--- src/pkg/ssb_defs.svh ---
`ifndef SSB_DEFS_SVH
`define SSB_DEFS_SVH

// ==========================================================
// Object indices
`define SSB_IDX_STATUS 16'h200d
`define SSB_IDX_CURR_READ 16'h2101
`define SSB_IDX_VOLT_READ 16'h2102
`define SSB_IDX_CURR_TGT_WR 16'h2201
`define SSB_IDX_CURR_TGT_RD 16'h2202
`define SSB_IDX_VOLT_TGT_WR 16'h2203
`define SSB_IDX_VOLT_TGT_RD 16'h2204

// ==========================================================
// Sub-indices of the status object
`define SSB_SUB_WORD0 8'h00
`define SSB_SUB_WORD1 8'h01

// ==========================================================
// Reset values
`define SSB_TARGET_RESET 32'h0000_0000
`define SSB_WORD_ZERO 32'h0000_0000

// ==========================================================
// First status word bit positions
`define SSB_W0_STANDBY 0
`define SSB_W0_ACTIVE 1
`define SSB_W0_CURR_TRIP 4
`define SSB_W0_VOLT_TRIP 5
`define SSB_W0_PWR_TRIP 6
`define SSB_W0_SENSE_OOB 7
`define SSB_W0_LOW_VOLT_TRIP 8
`define SSB_W0_SHUTDOWN 9
`define SSB_W0_LIN_PWR 10
`define SSB_W0_RES_PWR 11
`define SSB_W0_START_FAIL 12
`define SSB_W0_START_WAIT 13
`define SSB_W0_PHASE_CURR 14
`define SSB_W0_COMM 15
`define SSB_W0_TERM_CURR 16
`define SSB_W0_TERM_VOLT 17
`define SSB_W0_LIN_HEAT 18
`define SSB_W0_AUX_FUSE 19
`define SSB_W0_INTERLOCK 20
`define SSB_W0_MAINT 22
`define SSB_W0_DIODE_HEAT 23
`define SSB_W0_CONFIG 24
`define SSB_W0_STACK 25
`define SSB_W0_LINE_FAULT 26
`define SSB_W0_RES_HEAT 27
`define SSB_W0_UNDER_MIN 28
`define SSB_W0_REG_LOST 29
`define SSB_W0_UPDATE 30

// ==========================================================
// Second status word bit positions
`define SSB_W1_PHASE_MISS 0
`define SSB_W1_INPUT_FUSE 1
`define SSB_W1_FAN_STALL 2
`define SSB_W1_PWR_HEAT 4
`define SSB_W1_FILTER_HEAT 5
`define SSB_W1_CAP_HEAT 6
`define SSB_W1_XFMR_HEAT 7
`define SSB_W1_BAD_RATING 16
`define SSB_W1_FW_MISMATCH 17

`endif

--- src/pkg/ssb_pkg.sv ---
package ssb_pkg;

  // ==========================================================
  // Regulation mode, one-hot
  typedef enum logic [1:0] {
    SSB_MODE_CC = 2'h1,
    SSB_MODE_CV = 2'h2
  } ssb_mode_type;

  // ==========================================================
  // Whole state of the bank
  typedef struct packed {
    logic [31:0] currentTarget;
    logic [31:0] voltageTarget;
    logic [31:0] readData;
    logic readValid;
    logic accessDone;
    logic accessError;
    logic [31:0] regulationTarget;
  } ssb_state_type;

endpackage

--- src/rtl/ssb_status_bank.sv ---
`timescale 1ns/10ps
`default_nettype none
`include "ssb_defs.svh"

// Function
// - Status word read-only, live, never latched
// - Reading never clears any status bit
// - Word0 bit0 standby, bit1 output active
// - Word0 bits 4-8 trips and sense bounds
// - Word0 bits 9-11 shutdown, power limits
// - Word0 bits 12-15 boot, phase, comms
// - Word0 bits 16-20 ratings, heat, fuse, interlock
// - Word0 bits 22-30 further fault flags
// - Word1 bits 0-2 phase, fuse, fan
// - Word1 heat bits 4-7, bits 16-17
// - Questionable subset keeps fixed positions
// - Current reading read-only float average
// - Voltage reading follows sense when engaged
// - Current target RW, used in CC
// - Voltage target RW, used in CV
module ssb_status_bank (
  input wire logic clock,
  input wire logic rst_b,
  input wire logic [15:0] objIndex,
  input wire logic [7:0] objSubIndex,
  input wire logic objRead,
  input wire logic objWrite,
  input wire logic [31:0] objWriteData,
  output logic [31:0] objReadData,
  output logic objReadValid,
  output logic objDone,
  output logic objError,
  input wire logic outputStandby,
  input wire logic outputActive,
  input wire logic currentTripFlag,
  input wire logic voltageTripFlag,
  input wire logic powerTripFlag,
  input wire logic senseOutOfBoundsFlag,
  input wire logic lowVoltageTripFlag,
  input wire logic shutdownFlag,
  input wire logic linearModulePowerFlag,
  input wire logic resistorPowerFlag,
  input wire logic targetStartFailFlag,
  input wire logic targetStartWaitFlag,
  input wire logic phaseCurrentFlag,
  input wire logic commCorruptFlag,
  input wire logic terminalCurrentRatingFlag,
  input wire logic terminalVoltageRatingFlag,
  input wire logic linearModuleHeatFlag,
  input wire logic auxFuseFlag,
  input wire logic interlockOpenFlag,
  input wire logic maintenanceFlag,
  input wire logic diodeModuleHeatFlag,
  input wire logic configMismatchFlag,
  input wire logic firmwareStackFlag,
  input wire logic inputLineFaultFlag,
  input wire logic resistorModuleHeatFlag,
  input wire logic underMinRatingFlag,
  input wire logic regulationLostFlag,
  input wire logic targetUpdateFlag,
  input wire logic missingPhaseFlag,
  input wire logic inputFuseFlag,
  input wire logic fanStallFlag,
  input wire logic powerStageHeatFlag,
  input wire logic outputFilterHeatFlag,
  input wire logic outputCapacitorHeatFlag,
  input wire logic transformerHeatFlag,
  input wire logic badRatingFlag,
  input wire logic firmwareMismatchFlag,
  input wire logic [31:0] terminalCurrentAvg,
  input wire logic [31:0] terminalVoltageAvg,
  input wire logic [31:0] senseVoltageAvg,
  input wire logic senseEngaged,
  input wire ssb_pkg::ssb_mode_type regulationMode,
  output logic [31:0] currentTargetValue,
  output logic [31:0] voltageTargetValue,
  output logic [31:0] regulationTarget
);

  // ==========================================================
  // Helpers

  // Sets one bit of a word
  function automatic logic [31:0] setBit(input logic [31:0] word,
                                         input int pos,
                                         input logic value);
    logic [31:0] result;
    result = word;
    result[pos] = value;
    return result;
  endfunction

  // ==========================================================
  // Live status words

  // Assembled words and the chosen voltage source
  logic [31:0] statusWord0;
  logic [31:0] statusWord1;
  logic [31:0] voltageReading;

  // Word0 assembled from live flags, spare bits stay zero
  always_comb begin
    statusWord0 = `SSB_WORD_ZERO;
    // Output state
    statusWord0 = setBit(statusWord0,
                         `SSB_W0_STANDBY,
                         outputStandby);
    statusWord0 = setBit(statusWord0,
                         `SSB_W0_ACTIVE,
                         outputActive);

    // Trips and sense bounds
    statusWord0 = setBit(statusWord0,
                         `SSB_W0_CURR_TRIP,
                         currentTripFlag);
    statusWord0 = setBit(statusWord0,
                         `SSB_W0_VOLT_TRIP,
                         voltageTripFlag);
    statusWord0 = setBit(statusWord0,
                         `SSB_W0_PWR_TRIP,
                         powerTripFlag);
    statusWord0 = setBit(statusWord0,
                         `SSB_W0_SENSE_OOB,
                         senseOutOfBoundsFlag);
    statusWord0 = setBit(statusWord0,
                         `SSB_W0_LOW_VOLT_TRIP,
                         lowVoltageTripFlag);

    // Shutdown and power limits
    statusWord0 = setBit(statusWord0,
                         `SSB_W0_SHUTDOWN,
                         shutdownFlag);
    statusWord0 = setBit(statusWord0,
                         `SSB_W0_LIN_PWR,
                         linearModulePowerFlag);
    statusWord0 = setBit(statusWord0,
                         `SSB_W0_RES_PWR,
                         resistorPowerFlag);

    // Boot, phase current and link
    statusWord0 = setBit(statusWord0,
                         `SSB_W0_START_FAIL,
                         targetStartFailFlag);
    statusWord0 = setBit(statusWord0,
                         `SSB_W0_START_WAIT,
                         targetStartWaitFlag);
    statusWord0 = setBit(statusWord0,
                         `SSB_W0_PHASE_CURR,
                         phaseCurrentFlag);
    statusWord0 = setBit(statusWord0,
                         `SSB_W0_COMM,
                         commCorruptFlag);

    // Ratings, heat, fuse and interlock
    statusWord0 = setBit(statusWord0,
                         `SSB_W0_TERM_CURR,
                         terminalCurrentRatingFlag);
    statusWord0 = setBit(statusWord0,
                         `SSB_W0_TERM_VOLT,
                         terminalVoltageRatingFlag);
    statusWord0 = setBit(statusWord0,
                         `SSB_W0_LIN_HEAT,
                         linearModuleHeatFlag);
    statusWord0 = setBit(statusWord0,
                         `SSB_W0_AUX_FUSE,
                         auxFuseFlag);
    statusWord0 = setBit(statusWord0,
                         `SSB_W0_INTERLOCK,
                         interlockOpenFlag);

    // Further faults, bit 21 stays spare
    statusWord0 = setBit(statusWord0,
                         `SSB_W0_MAINT,
                         maintenanceFlag);
    statusWord0 = setBit(statusWord0,
                         `SSB_W0_DIODE_HEAT,
                         diodeModuleHeatFlag);
    statusWord0 = setBit(statusWord0,
                         `SSB_W0_CONFIG,
                         configMismatchFlag);
    statusWord0 = setBit(statusWord0,
                         `SSB_W0_STACK,
                         firmwareStackFlag);
    statusWord0 = setBit(statusWord0,
                         `SSB_W0_LINE_FAULT,
                         inputLineFaultFlag);
    statusWord0 = setBit(statusWord0,
                         `SSB_W0_RES_HEAT,
                         resistorModuleHeatFlag);
    statusWord0 = setBit(statusWord0,
                         `SSB_W0_UNDER_MIN,
                         underMinRatingFlag);
    statusWord0 = setBit(statusWord0,
                         `SSB_W0_REG_LOST,
                         regulationLostFlag);
    statusWord0 = setBit(statusWord0,
                         `SSB_W0_UPDATE,
                         targetUpdateFlag);
  end

  // Word1 assembled from live flags, spare bits stay zero
  always_comb begin
    statusWord1 = `SSB_WORD_ZERO;
    // Phase, input fuse and fan
    statusWord1 = setBit(statusWord1,
                         `SSB_W1_PHASE_MISS,
                         missingPhaseFlag);
    statusWord1 = setBit(statusWord1,
                         `SSB_W1_INPUT_FUSE,
                         inputFuseFlag);
    statusWord1 = setBit(statusWord1,
                         `SSB_W1_FAN_STALL,
                         fanStallFlag);

    // Heat faults, rating and firmware
    statusWord1 = setBit(statusWord1,
                         `SSB_W1_PWR_HEAT,
                         powerStageHeatFlag);
    statusWord1 = setBit(statusWord1,
                         `SSB_W1_FILTER_HEAT,
                         outputFilterHeatFlag);
    statusWord1 = setBit(statusWord1,
                         `SSB_W1_CAP_HEAT,
                         outputCapacitorHeatFlag);
    statusWord1 = setBit(statusWord1,
                         `SSB_W1_XFMR_HEAT,
                         transformerHeatFlag);
    statusWord1 = setBit(statusWord1,
                         `SSB_W1_BAD_RATING,
                         badRatingFlag);
    statusWord1 = setBit(statusWord1,
                         `SSB_W1_FW_MISMATCH,
                         firmwareMismatchFlag);
  end

  // Voltage source follows the sense terminals when engaged
  assign voltageReading = senseEngaged ? senseVoltageAvg
                                       : terminalVoltageAvg;

  // ==========================================================
  // State update

  // Whole bank state and its next value
  ssb_pkg::ssb_state_type state;
  ssb_pkg::ssb_state_type next_state;

  // Object access decode and target selection
  always_comb begin
    next_state = state;
    next_state.readValid = 1'b0;
    next_state.accessDone = 1'b0;
    next_state.accessError = 1'b0;
    // A write wins over a read in the same cycle
    if (objWrite) begin
      next_state.accessDone = 1'b1;
      // Only the two targets accept data; status is untouched
      unique case (objIndex)
        `SSB_IDX_CURR_TGT_WR: begin
          next_state.currentTarget = objWriteData;
        end
        `SSB_IDX_VOLT_TGT_WR: begin
          next_state.voltageTarget = objWriteData;
        end
        default: begin
          next_state.accessError = 1'b1;
        end
      endcase
    end else if (objRead) begin
      next_state.accessDone = 1'b1;
      next_state.readValid = 1'b1;
      next_state.readData = `SSB_WORD_ZERO;
      // Reads copy live values and change no status bit
      unique case (objIndex)
        `SSB_IDX_STATUS: begin
          if (objSubIndex == `SSB_SUB_WORD0) begin
            next_state.readData = statusWord0;
          end else if (objSubIndex == `SSB_SUB_WORD1) begin
            next_state.readData = statusWord1;
          end else begin
            next_state.readValid = 1'b0;
            next_state.accessError = 1'b1;
          end
        end
        `SSB_IDX_CURR_READ: begin
          next_state.readData = terminalCurrentAvg;
        end
        `SSB_IDX_VOLT_READ: begin
          next_state.readData = voltageReading;
        end
        `SSB_IDX_CURR_TGT_RD: begin
          next_state.readData = state.currentTarget;
        end
        `SSB_IDX_VOLT_TGT_RD: begin
          next_state.readData = state.voltageTarget;
        end
        default: begin
          next_state.readValid = 1'b0;
          next_state.accessError = 1'b1;
        end
      endcase
    end
    // Regulation target picked by the active mode
    // Codes other than CV fall back to the current target
    if (regulationMode == ssb_pkg::SSB_MODE_CV) begin
      next_state.regulationTarget = next_state.voltageTarget;
    end else begin
      next_state.regulationTarget = next_state.currentTarget;
    end
  end

  // State register
  always_ff @(posedge clock or negedge rst_b) begin
    if (!rst_b) begin
      // Targets clear, no answer pending
      state.currentTarget <= `SSB_TARGET_RESET;
      state.voltageTarget <= `SSB_TARGET_RESET;
      state.readData <= `SSB_WORD_ZERO;
      state.readValid <= 1'b0;
      state.accessDone <= 1'b0;
      state.accessError <= 1'b0;
      state.regulationTarget <= `SSB_TARGET_RESET;
    end else begin
      state <= next_state;
    end
  end

  // ==========================================================
  // Outputs

  // Answers to the host
  assign objReadData = state.readData;
  assign objReadValid = state.readValid;
  assign objDone = state.accessDone;
  assign objError = state.accessError;

  // Stored targets and the one in use
  assign currentTargetValue = state.currentTarget;
  assign voltageTargetValue = state.voltageTarget;
  assign regulationTarget = state.regulationTarget;

endmodule

`default_nettype wire

--- config.mk ---
export PLATFORM = sky130hd
export DESIGN_NAME = ssb_status_bank
export DESIGN_NICKNAME = d
export VERILOG_FILES = /design/src/pkg/ssb_pkg.sv /design/src/rtl/ssb_status_bank.sv
export VERILOG_INCLUDE_DIRS = /design/src /design/src/pkg
export SDC_FILE = /design/constraint.sdc
export NUM_CORES = 1
export LEC_CHECK = 0
export BUFFER_PORTS_ARGS = -buffer_cell sky130_fd_sc_hd__buf_4
export CAP_MARGIN = 0
export CORE_MARGIN = 10
export CORE_UTILIZATION = 24
export DETAILED_ROUTE_END_ITERATION = 6
export RECOVER_POWER = 100
export SYNTH_ARGS = -nofsm -noshare
export SYNTH_HDL_FRONTEND = slang
export SYNTH_SLANG_ARGS = --single-unit
--- constraint.sdc ---
create_clock -name clock -period 1.1 [get_ports clock]
set_input_delay 0.22 -clock clock [delete_from_list [all_inputs] [get_ports clock]]
set_output_delay 0.22 -clock clock [all_outputs]
set_load 0.02 [all_outputs]
==> flow_summary.html, run 1 <==
<table>
<tr><th>Metric</th><th>Value</th></tr>
<tr><th colspan="2">Clock network</th></tr>
<tr><td>Clk sink count</td><td>131</td></tr>
<tr><td>Maximum number of buffers from clock root to sink</td><td>2</td></tr>
<tr><td>TritonCTS clock tree</td><td>done</td></tr>
<tr><td>Clock latency of the later-clocked register in the worst-skew pair</td><td>0.42 ns</td></tr>
<tr><td>Clock-pin slew reported for the worst setup and hold paths after clock tree synthesis</td><td>0.07 ns</td></tr>
<tr><td>CTS Buf Count</td><td>17</td></tr>
<tr><td>H-Tree Level Count</td><td>4</td></tr>
<tr><td>Clock root buffer master</td><td>clkbuf_16</td></tr>
<tr><th colspan="2">Die</th></tr>
<tr><td>Cell row count</td><td>59</td></tr>
<tr><td>Area of the die</td><td>33500 sq um</td></tr>
<tr><td>Width of the chip</td><td>183.0 microns</td></tr>
<tr><td>Core Area</td><td>26130 sq um</td></tr>
<tr><td>Number of top-level pins</td><td>327</td></tr>
<tr><td>Starting utilization of the core area</td><td>24.41%</td></tr>
<tr><td>DIE HEIGHT</td><td>183.0 microns</td></tr>
<tr><th colspan="2">Finish</th></tr>
<tr><td>Commonest non-fill, non-tap cell in the layout</td><td>buf_4</td></tr>
<tr><td>Commonest cells after routing, fill and taps aside</td><td>buf_4 (349), buf_6 (173), dfrtp_1 (127)</td></tr>
<tr><td>Fill cells</td><td>2324</td></tr>
<tr><td>Final cell area excluding filler cells</td><td>13220 sq um</td></tr>
<tr><td>Area of all sequential standard cells</td><td>3283 sq um</td></tr>
<tr><td>Area taken by multi-input logic gates</td><td>3625 sq um</td></tr>
<tr><td>Fraction of final layout cells sized beyond drive strength 1</td><td>64.90%</td></tr>
<tr><td>Nets@finish</td><td>1334</td></tr>
<tr><td>Area Growth Syn to Fin</td><td>107.2%</td></tr>
<tr><td>Final antenna diode count</td><td>0</td></tr>
<tr><th colspan="2">Synthesis</th></tr>
<tr><td>Sequential area share after synthesis</td><td>51.39%</td></tr>
<tr><td>Top area cells in the synthesized netlist</td><td>dfrtp_1 (51%), mux2_2 (13%), nor2_1 (7.4%)</td></tr>
<tr><td>Count of synthesis-stage warnings from yosys</td><td>0</td></tr>
<tr><td>Cell count after synthesis</td><td>599</td></tr>
<tr><td>Top cell type by total area after synthesis</td><td>dfrtp_1</td></tr>
<tr><td>Syn_area_per_cell</td><td>10.65 sq um</td></tr>
<tr><td>Post-Synthesis Net Count</td><td>795</td></tr>
<tr><td>Register bit count reported by yosys</td><td>131</td></tr>
<tr><td>Count of cell types in the netlist</td><td>38</td></tr>
<tr><td>Cell area after synthesis</td><td>6379 sq um</td></tr>
<tr><td>Portion of synthesized cell area occupied by the leading cell type</td><td>51.39%</td></tr>
<tr><th colspan="2">Critical path</th></tr>
<tr><td>Crit Path Class</td><td>in2reg</td></tr>
<tr><td>Req. time, crit path</td><td>1.43 ns</td></tr>
<tr><td>Crit path cell chain</td><td>buf_6, or4b_4, or4_4, buf_6, nor2_1, a221oi_1, a31oi_1</td></tr>
<tr><td>Capturing element type of the critical path</td><td>register</td></tr>
<tr><td>Type of origin of the critical path</td><td>primary input</td></tr>
<tr><td>Cell repeated most along the worst path</td><td>buf_6</td></tr>
<tr><td>Number of buffer and inverter stages on the critical path</td><td>2</td></tr>
<tr><td>Critical path capture point</td><td>objReadData[15]</td></tr>
<tr><td>Minimum setup slack among reg-to-reg paths</td><td>-0.13 ns</td></tr>
<tr><td>Crit Path Max Fanout</td><td>11</td></tr>
<tr><td>Source of the worst register-to-register timing path</td><td>currentTargetValue[27]</td></tr>
<tr><td>Critical path's top delay family</td><td>simple AND/OR/NAND/NOR gates</td></tr>
<tr><td>Launching instance or port of the critical path</td><td>objIndex[14]</td></tr>
<tr><td>Master of the slowest instance on the critical path</td><td>or4_4</td></tr>
<tr><td>Slowest stage delay, CP</td><td>0.61 ns</td></tr>
<tr><td>R2r endpoint</td><td>objReadData[27]</td></tr>
<tr><td>Cells on worst reg2reg path</td><td>4</td></tr>
<tr><td>Logic depth of the worst path, buffers included</td><td>7</td></tr>
<tr><td>Arrival time at the worst endpoint</td><td>2.04 ns</td></tr>
<tr><th colspan="2">Drt</th></tr>
<tr><td>Via count normalized by instance count</td><td>4.871</td></tr>
<tr><td>Total DRC errors in the routed layout</td><td>0</td></tr>
<tr><td>Number of vias in the routed layout</td><td>7238</td></tr>
<tr><td>DRT iter0 DRCs</td><td>440</td></tr>
<tr><td>Mean routed wirelength per cell</td><td>23.09 microns</td></tr>
<tr><td>Number of routed nets with antenna violations</td><td>0</td></tr>
<tr><td>Length of the first detailed-routing pass in iterations</td><td>4</td></tr>
<tr><td>Total wirelength of the detailed-routed design</td><td>34.32 mm</td></tr>
<tr><th colspan="2">Timing</th></tr>
<tr><td>Final period demand of the worst path</td><td>1.706 ns</td></tr>
<tr><td>Final setup vio count</td><td>351</td></tr>
<tr><td>Setup repair after global routing missed its margin</td><td>true</td></tr>
<tr><td>Setup Skew</td><td>0.009458 ns</td></tr>
<tr><td>Worst Tran Pin Value</td><td>0.8142 ns</td></tr>
<tr><td>Pins Over Slew Limit</td><td>0</td></tr>
<tr><td>Worst rel slew slack</td><td>45.72%</td></tr>
<tr><td>Share of the cycle needed by the critical path after routing</td><td>155.1%</td></tr>
<tr><td>Endpoints failing hold</td><td>0</td></tr>
<tr><td>Max Clock Freq</td><td>0.5863 GHz</td></tr>
<tr><td>Final TNS setup</td><td>-71.28 ns</td></tr>
<tr><td>Final Worst Setup Slack</td><td>-0.6056 ns</td></tr>
<tr><th colspan="2">Pwr</th></tr>
<tr><td>Net load switching power</td><td>3.685 mW</td></tr>
<tr><td>Clock share of power</td><td>43.0%</td></tr>
<tr><td>Leak Pwr</td><td>6.536 nW</td></tr>
<tr><td>Peak supply drop</td><td>1065 uV</td></tr>
<tr><td>Cell internal pwr</td><td>9.828 mW</td></tr>
<tr><td>Part of the total power dissipated in sequential elements</td><td>38.0%</td></tr>
<tr><td>Proportion of power drawn by combinational gates</td><td>18.9%</td></tr>
<tr><td>Switching Share</td><td>27.27%</td></tr>
<tr><td>Pwr dens</td><td>1022 nW/um^2</td></tr>
<tr><th colspan="2">Hold path</th></tr>
<tr><td>Worst hold path depth</td><td>3</td></tr>
<tr><td>Hold/Removal Path Class</td><td>in2reg</td></tr>
<tr><th colspan="2">Outcome</th></tr>
<tr><td>Run status</td><td>complete, but fails checks</td></tr>
<tr><td>Violated checks</td><td>setup timing</td></tr>
<tr><th colspan="2">Run</th></tr>
<tr><td>Maximum Capacitance Violations</td><td>0</td></tr>
<tr><th colspan="2">Global routing</th></tr>
<tr><td>First-pass GRT wire length</td><td>49.95 mm</td></tr>
<tr><td>Initial antenna violation count</td><td>0</td></tr>
<tr><td>GRT Util Overall</td><td>19.45%</td></tr>
<tr><td>Largest net degree at the start of global routing</td><td>36</td></tr>
<tr><td>Via count of the first global-routing pass</td><td>7885</td></tr>
<tr><td>Total congestion overflow after global routing</td><td>0</td></tr>
<tr><th colspan="2">Placement</th></tr>
<tr><td>Pre-CTS worst setup slack</td><td>-1.088 ns</td></tr>
<tr><td>Routability Congestion</td><td>0.8452</td></tr>
<tr><td>Cell area after placement</td><td>10600 sq um</td></tr>
<tr><td>Number of buffers added on ports</td><td>326</td></tr>
<tr><td>Post-DP HPWL</td><td>23.78 mm</td></tr>
</table>
==> cell families after synthesis <==
logic type      Yosys count  synth area share (%)
buf+inv                  42                 3.295
mux                     104                 17.73
flops                   131                 51.39
xor+xnor                  1                0.1373
simple gates            190                 13.40
compound gates          131                 14.04
==> cells in the mapped netlist, drive strengths merged <==
library cell  number
nor2b              2
o21bai             1
nand4              2
or3                1
inv                1
or2                1
nor3               5
nand2b             3
or4                2
a21oi             29
mux2i             32
o21ai              4
and2               1
xnor2              1
o2bb2ai            4
nor4               8
dfrtp            131
clkbuf            21
o22ai             32
nor2             126
nand3              3
or4b               6
nor3b              1
and4               1
a221oi            40
nor4b              2
nand2             26
mux2              72
buf               20
a31oi             21
==> metrics by stage <==
| step | util, % | cells | power, mW | hold slack [ns] |
|---|---|---|---|---|
| floorplan | - | 599 | 5.922 | -0.07559 |
| detailed placement | 40.58 | 1321 | 7.346 | 0.1147 |
| global placement | 40.58 | 1321 | 7.319 | 0.1173 |
| CTS | 49.43 | 1464 | 13.55 | 0.02845 |
| global route | 50.58 | 1486 | 14.06 | 0.02882 |
| finish | 50.58 | 1486 | 13.51 | 0.04752 |
==> metal layers <==
layer	up-vias	global-route usage, %	part of all wire [%]
li1	3301	-	-
met1	3657	22.84	41
met2	253	34.60	51
met3	27	5.158	6.5
met4	0	4.492	1.4
met5	-	0	0
==> cell type report <==
type                            instances  area share (%)
Timing Repair Buffer                  561           40.12
Multi-Input combinational cell        426           27.42
Sequential cell                       131           24.84
Clock buffer                           19           3.275
Tap cell                              335           3.171
Clock inverter                         13           1.145
Inverter                                1         0.02840
==> state kept, by name (all words and copies together), names as in the netlist <==
name and flops:
objReadValid 1, objDone 1, regulationTarget 32, objReadData 32, currentTargetValue 32, objError 1, voltageTargetValue 32
==> worst register-to-register path, stage by stage (launching register included) <==
cell	delay, ns
dfrtp_1	0.41
buf_4	0.14
buf_4	0.13
a221oi_1	0.30
a31oi_1	0.12
==> worst min path at each step <==
stage                     startpoint                      to  slack [ns]
global route        objWriteData[24]  currentTargetValue[24]        0.03
global placement               rst_b         objReadData[10]        0.12
floorplan                      rst_b   currentTargetValue[0]       -0.08
detailed placement             rst_b         objReadData[10]        0.11
CTS                 objWriteData[12]  voltageTargetValue[12]        0.03
finish               objWriteData[6]     regulationTarget[6]        0.05
==> power groups by stage <==
| stage | clock network [mW] | registers (mW) | logic (mW) |
|---|---|---|---|
| 4_1_cts | 5.94 | 5.14 | 2.48 |
| 6_report | 5.82 | 5.14 | 2.56 |
| 5_1_grt | 6.18 | 5.15 | 2.73 |
| 3_5_place_dp | 0 | 5.20 | 2.15 |
| 2_1_floorplan | 0 | 5.41 | 0.508 |
| 3_3_place_gp | 0 | 5.19 | 2.13 |
==> repair_timing <==
item                       in CTS  in global routing
hold endpoints to repair      131                  0
setup buffers                 106                 22
setup endpoints to repair     261                261
cloned                          6                  4
gates resized for setup       205                 39
hold buffers                    1                  0
pin swaps                      36                 28
(Power assumes the default switching activity.)
==> run 2, diff against run 1 <==
--- a/config.mk
+++ b/config.mk
@@ -7,11 +7,12 @@
 export NUM_CORES = 1
 export LEC_CHECK = 0
 export BUFFER_PORTS_ARGS = -buffer_cell sky130_fd_sc_hd__buf_4
-export CAP_MARGIN = 0
+export CAP_MARGIN = 20
 export CORE_MARGIN = 10
 export CORE_UTILIZATION = 24
 export DETAILED_ROUTE_END_ITERATION = 6
 export RECOVER_POWER = 100
+export SKIP_LAST_GASP = 1
 export SYNTH_ARGS = -nofsm -noshare
 export SYNTH_HDL_FRONTEND = slang
 export SYNTH_SLANG_ARGS = --single-unit
==> flow_summary.html, run 2 (synthesized netlist as in run 1, its figures left out) <==
<table>
<tr><th>Metric</th><th>Value</th></tr>
<tr><th colspan="2">Timing</th></tr>
<tr><td>Share of the cycle needed by the critical path after routing</td><td>155.4%</td></tr>
<tr><td>Setup repair after global routing missed its margin</td><td>true</td></tr>
<tr><td>Worst Tran Pin Value</td><td>0.8051 ns</td></tr>
<tr><td>Setup Skew</td><td>0.009052 ns</td></tr>
<tr><td>Final period demand of the worst path</td><td>1.710 ns</td></tr>
<tr><td>Worst rel slew slack</td><td>46.32%</td></tr>
<tr><td>Pins Over Slew Limit</td><td>0</td></tr>
<tr><td>Final setup vio count</td><td>331</td></tr>
<tr><td>Final TNS setup</td><td>-69.67 ns</td></tr>
<tr><td>Endpoints failing hold</td><td>0</td></tr>
<tr><td>Final Worst Setup Slack</td><td>-0.6099 ns</td></tr>
<tr><td>Max Clock Freq</td><td>0.5848 GHz</td></tr>
<tr><th colspan="2">Drt</th></tr>
<tr><td>Length of the first detailed-routing pass in iterations</td><td>4</td></tr>
<tr><td>Number of routed nets with antenna violations</td><td>0</td></tr>
<tr><td>Via count normalized by instance count</td><td>4.900</td></tr>
<tr><td>DRT iter0 DRCs</td><td>402</td></tr>
<tr><td>Total DRC errors in the routed layout</td><td>0</td></tr>
<tr><td>Total wirelength of the detailed-routed design</td><td>34.83 mm</td></tr>
<tr><td>Number of vias in the routed layout</td><td>7301</td></tr>
<tr><td>Mean routed wirelength per cell</td><td>23.38 microns</td></tr>
<tr><th colspan="2">Critical path</th></tr>
<tr><td>Crit Path Max Fanout</td><td>11</td></tr>
<tr><td>Arrival time at the worst endpoint</td><td>2.04 ns</td></tr>
<tr><td>Minimum setup slack among reg-to-reg paths</td><td>-0.12 ns</td></tr>
<tr><td>Master of the slowest instance on the critical path</td><td>or4_4</td></tr>
<tr><td>Crit path cell chain</td><td>buf_6, or4b_4, or4_4, buf_6, nor2_1, a221oi_1, a31oi_1</td></tr>
<tr><td>Crit Path Class</td><td>in2reg</td></tr>
<tr><td>Req. time, crit path</td><td>1.43 ns</td></tr>
<tr><td>Type of origin of the critical path</td><td>primary input</td></tr>
<tr><td>Slowest stage delay, CP</td><td>0.60 ns</td></tr>
<tr><td>Cell repeated most along the worst path</td><td>buf_6</td></tr>
<tr><td>Capturing element type of the critical path</td><td>register</td></tr>
<tr><th colspan="2">Pwr</th></tr>
<tr><td>Leak Pwr</td><td>6.550 nW</td></tr>
<tr><td>Switching Share</td><td>27.31%</td></tr>
<tr><td>Cell internal pwr</td><td>9.827 mW</td></tr>
<tr><td>Net load switching power</td><td>3.693 mW</td></tr>
<tr><td>Clock share of power</td><td>43.1%</td></tr>
<tr><td>Total power</td><td>13.52 mW</td></tr>
<tr><td>Part of the total power dissipated in sequential elements</td><td>38.0%</td></tr>
<tr><td>Pwr dens</td><td>1020 nW/um^2</td></tr>
<tr><td>Peak supply drop</td><td>1074 uV</td></tr>
<tr><td>Proportion of power drawn by combinational gates</td><td>18.9%</td></tr>
<tr><th colspan="2">Global routing</th></tr>
<tr><td>Total congestion overflow after global routing</td><td>0</td></tr>
<tr><td>Largest net degree at the start of global routing</td><td>36</td></tr>
<tr><td>Initial antenna violation count</td><td>0</td></tr>
<tr><td>GRT Util Overall</td><td>19.44%</td></tr>
<tr><td>First-pass GRT wire length</td><td>49.94 mm</td></tr>
<tr><td>Via count of the first global-routing pass</td><td>7895</td></tr>
<tr><th colspan="2">Placement</th></tr>
<tr><td>Pre-CTS worst setup slack</td><td>-1.088 ns</td></tr>
<tr><td>Number of buffers added on ports</td><td>326</td></tr>
<tr><td>Cell area after placement</td><td>10600 sq um</td></tr>
<tr><td>Routability Congestion</td><td>0.8452</td></tr>
<tr><td>Post-DP HPWL</td><td>23.78 mm</td></tr>
<tr><th colspan="2">Clock network</th></tr>
<tr><td>Clock root buffer master</td><td>clkbuf_16</td></tr>
<tr><td>Clk sink count</td><td>131</td></tr>
<tr><td>CTS Buf Count</td><td>17</td></tr>
<tr><td>TritonCTS clock tree</td><td>done</td></tr>
<tr><td>Clock-pin slew reported for the worst setup and hold paths after clock tree synthesis</td><td>0.07 ns</td></tr>
<tr><td>Clock latency of the later-clocked register in the worst-skew pair</td><td>0.42 ns</td></tr>
<tr><td>H-Tree Level Count</td><td>4</td></tr>
<tr><td>Maximum number of buffers from clock root to sink</td><td>2</td></tr>
<tr><th colspan="2">Die</th></tr>
<tr><td>DIE HEIGHT</td><td>183.0 microns</td></tr>
<tr><td>Cell row count</td><td>59</td></tr>
<tr><td>Number of top-level pins</td><td>327</td></tr>
<tr><td>Area of the die</td><td>33500 sq um</td></tr>
<tr><td>Width of the chip</td><td>183.0 microns</td></tr>
<tr><td>Core Area</td><td>26130 sq um</td></tr>
<tr><td>Starting utilization of the core area</td><td>24.41%</td></tr>
<tr><th colspan="2">Finish</th></tr>
<tr><td>Area Growth Syn to Fin</td><td>107.8%</td></tr>
<tr><td>Commonest cells after routing, fill and taps aside</td><td>buf_4 (354), buf_6 (169), dfrtp_1 (127)</td></tr>
<tr><td>Fraction of final layout cells sized beyond drive strength 1</td><td>64.76%</td></tr>
<tr><td>Commonest non-fill, non-tap cell in the layout</td><td>buf_4</td></tr>
<tr><td>Final cell area excluding filler cells</td><td>13260 sq um</td></tr>
<tr><td>Nets@finish</td><td>1338</td></tr>
<tr><td>Final antenna diode count</td><td>0</td></tr>
<tr><td>Fill cells</td><td>2326</td></tr>
<tr><th colspan="2">Hold path</th></tr>
<tr><td>Hold/Removal Path Class</td><td>in2reg</td></tr>
<tr><th colspan="2">Outcome</th></tr>
<tr><td>Violated checks</td><td>setup timing</td></tr>
<tr><td>Run status</td><td>complete, but fails checks</td></tr>
<tr><th colspan="2">Run</th></tr>
<tr><td>Maximum Capacitance Violations</td><td>0</td></tr>
</table>
run 2: changes by cell type in the layout (fill, tap and decap cells not counted), moves of 2 or more:
cell and delta:
nor2_2 -2, nor2_1 +2, buf_4 +5, buf_6 -4, clkbuf_16 +2
run 2: per-stage QoR:
step,instances,hold WS [ns],utilization (%)
after global routing,1490,0.02880,50.73
after global placement,1321,0.1173,40.58
after floorplan,599,-0.07559,-
final,1490,0.04486,50.73
after detailed placement,1321,0.1147,40.58
after CTS,1464,0.02845,49.36
run 2: cell type report:
class	count	area, sq um	share of cell area [%]
Timing Repair Buffer	565	5368	40.49
Inverter	1	3.754	0.02832
Tap cell	335	419.2	3.162
Sequential cell	131	3283	24.77
Clock inverter	13	151.4	1.142
Clock buffer	19	432.9	3.266
Multi-Input combinational cell	426	3598	27.14
run 2: power groups by stage:
stage / sequential, mW / clock (mW) / combinational [mW]
after global placement: 5.19 / 0 / 2.13
after global routing: 5.15 / 6.18 / 2.72
after CTS: 5.14 / 5.94 / 2.47
after floorplan: 5.41 / 0 / 0.508
final: 5.14 / 5.83 / 2.55
after detailed placement: 5.20 / 0 / 2.15
run 2: what timing repair did:
item                       in CTS  in global routing
hold endpoints to repair      131                  0
pin swaps                      36                 26
gates cloned                    6                  6
setup buffers                 106                 24
setup endpoints to repair     261                261
gates resized for setup       200                 36
hold buffers                    1                  0
run 2: final timing paths:
| path | from | endpoint | cells past startpoint |
|---|---|---|---|
| worst max-delay path | objIndex[14] | objReadData[15] | 7 |
| worst min-delay path | objWriteData[6] | regulationTarget[6] | 3 |
| worst max register to register | currentTargetValue[27] | objReadData[27] | 4 |
| worst min register to register | objReadData[3] | objReadData[3] | 2 |
| max in group asynchronous | rst_b | voltageTargetValue[18] | 3 |
| min in group asynchronous | rst_b | regulationTarget[10] | 2 |
run 2: per-layer routing:
| layer | up-vias | wire [microns] | share of wire, % | global-route usage (%) |
|---|---|---|---|---|
| li1 | 3304 | - | - | - |
| met5 | - | 0 | 0 | 0 |
| met2 | 274 | 17860 | 51 | 34.54 |
| met1 | 3693 | 14160 | 41 | 22.83 |
| met3 | 30 | 2308 | 6.6 | 5.178 |
| met4 | 0 | 501 | 1.4 | 4.492 |
run 2: critical path: cells and delay by family:
| family | cells | cell delay, ns |
|---|---|---|
| AO/OA/AOI/OAI | 2 | 0.24 |
| buffers and inverters | 2 | 0.27 |
| AND/OR/NAND/NOR | 3 | 1.29 |
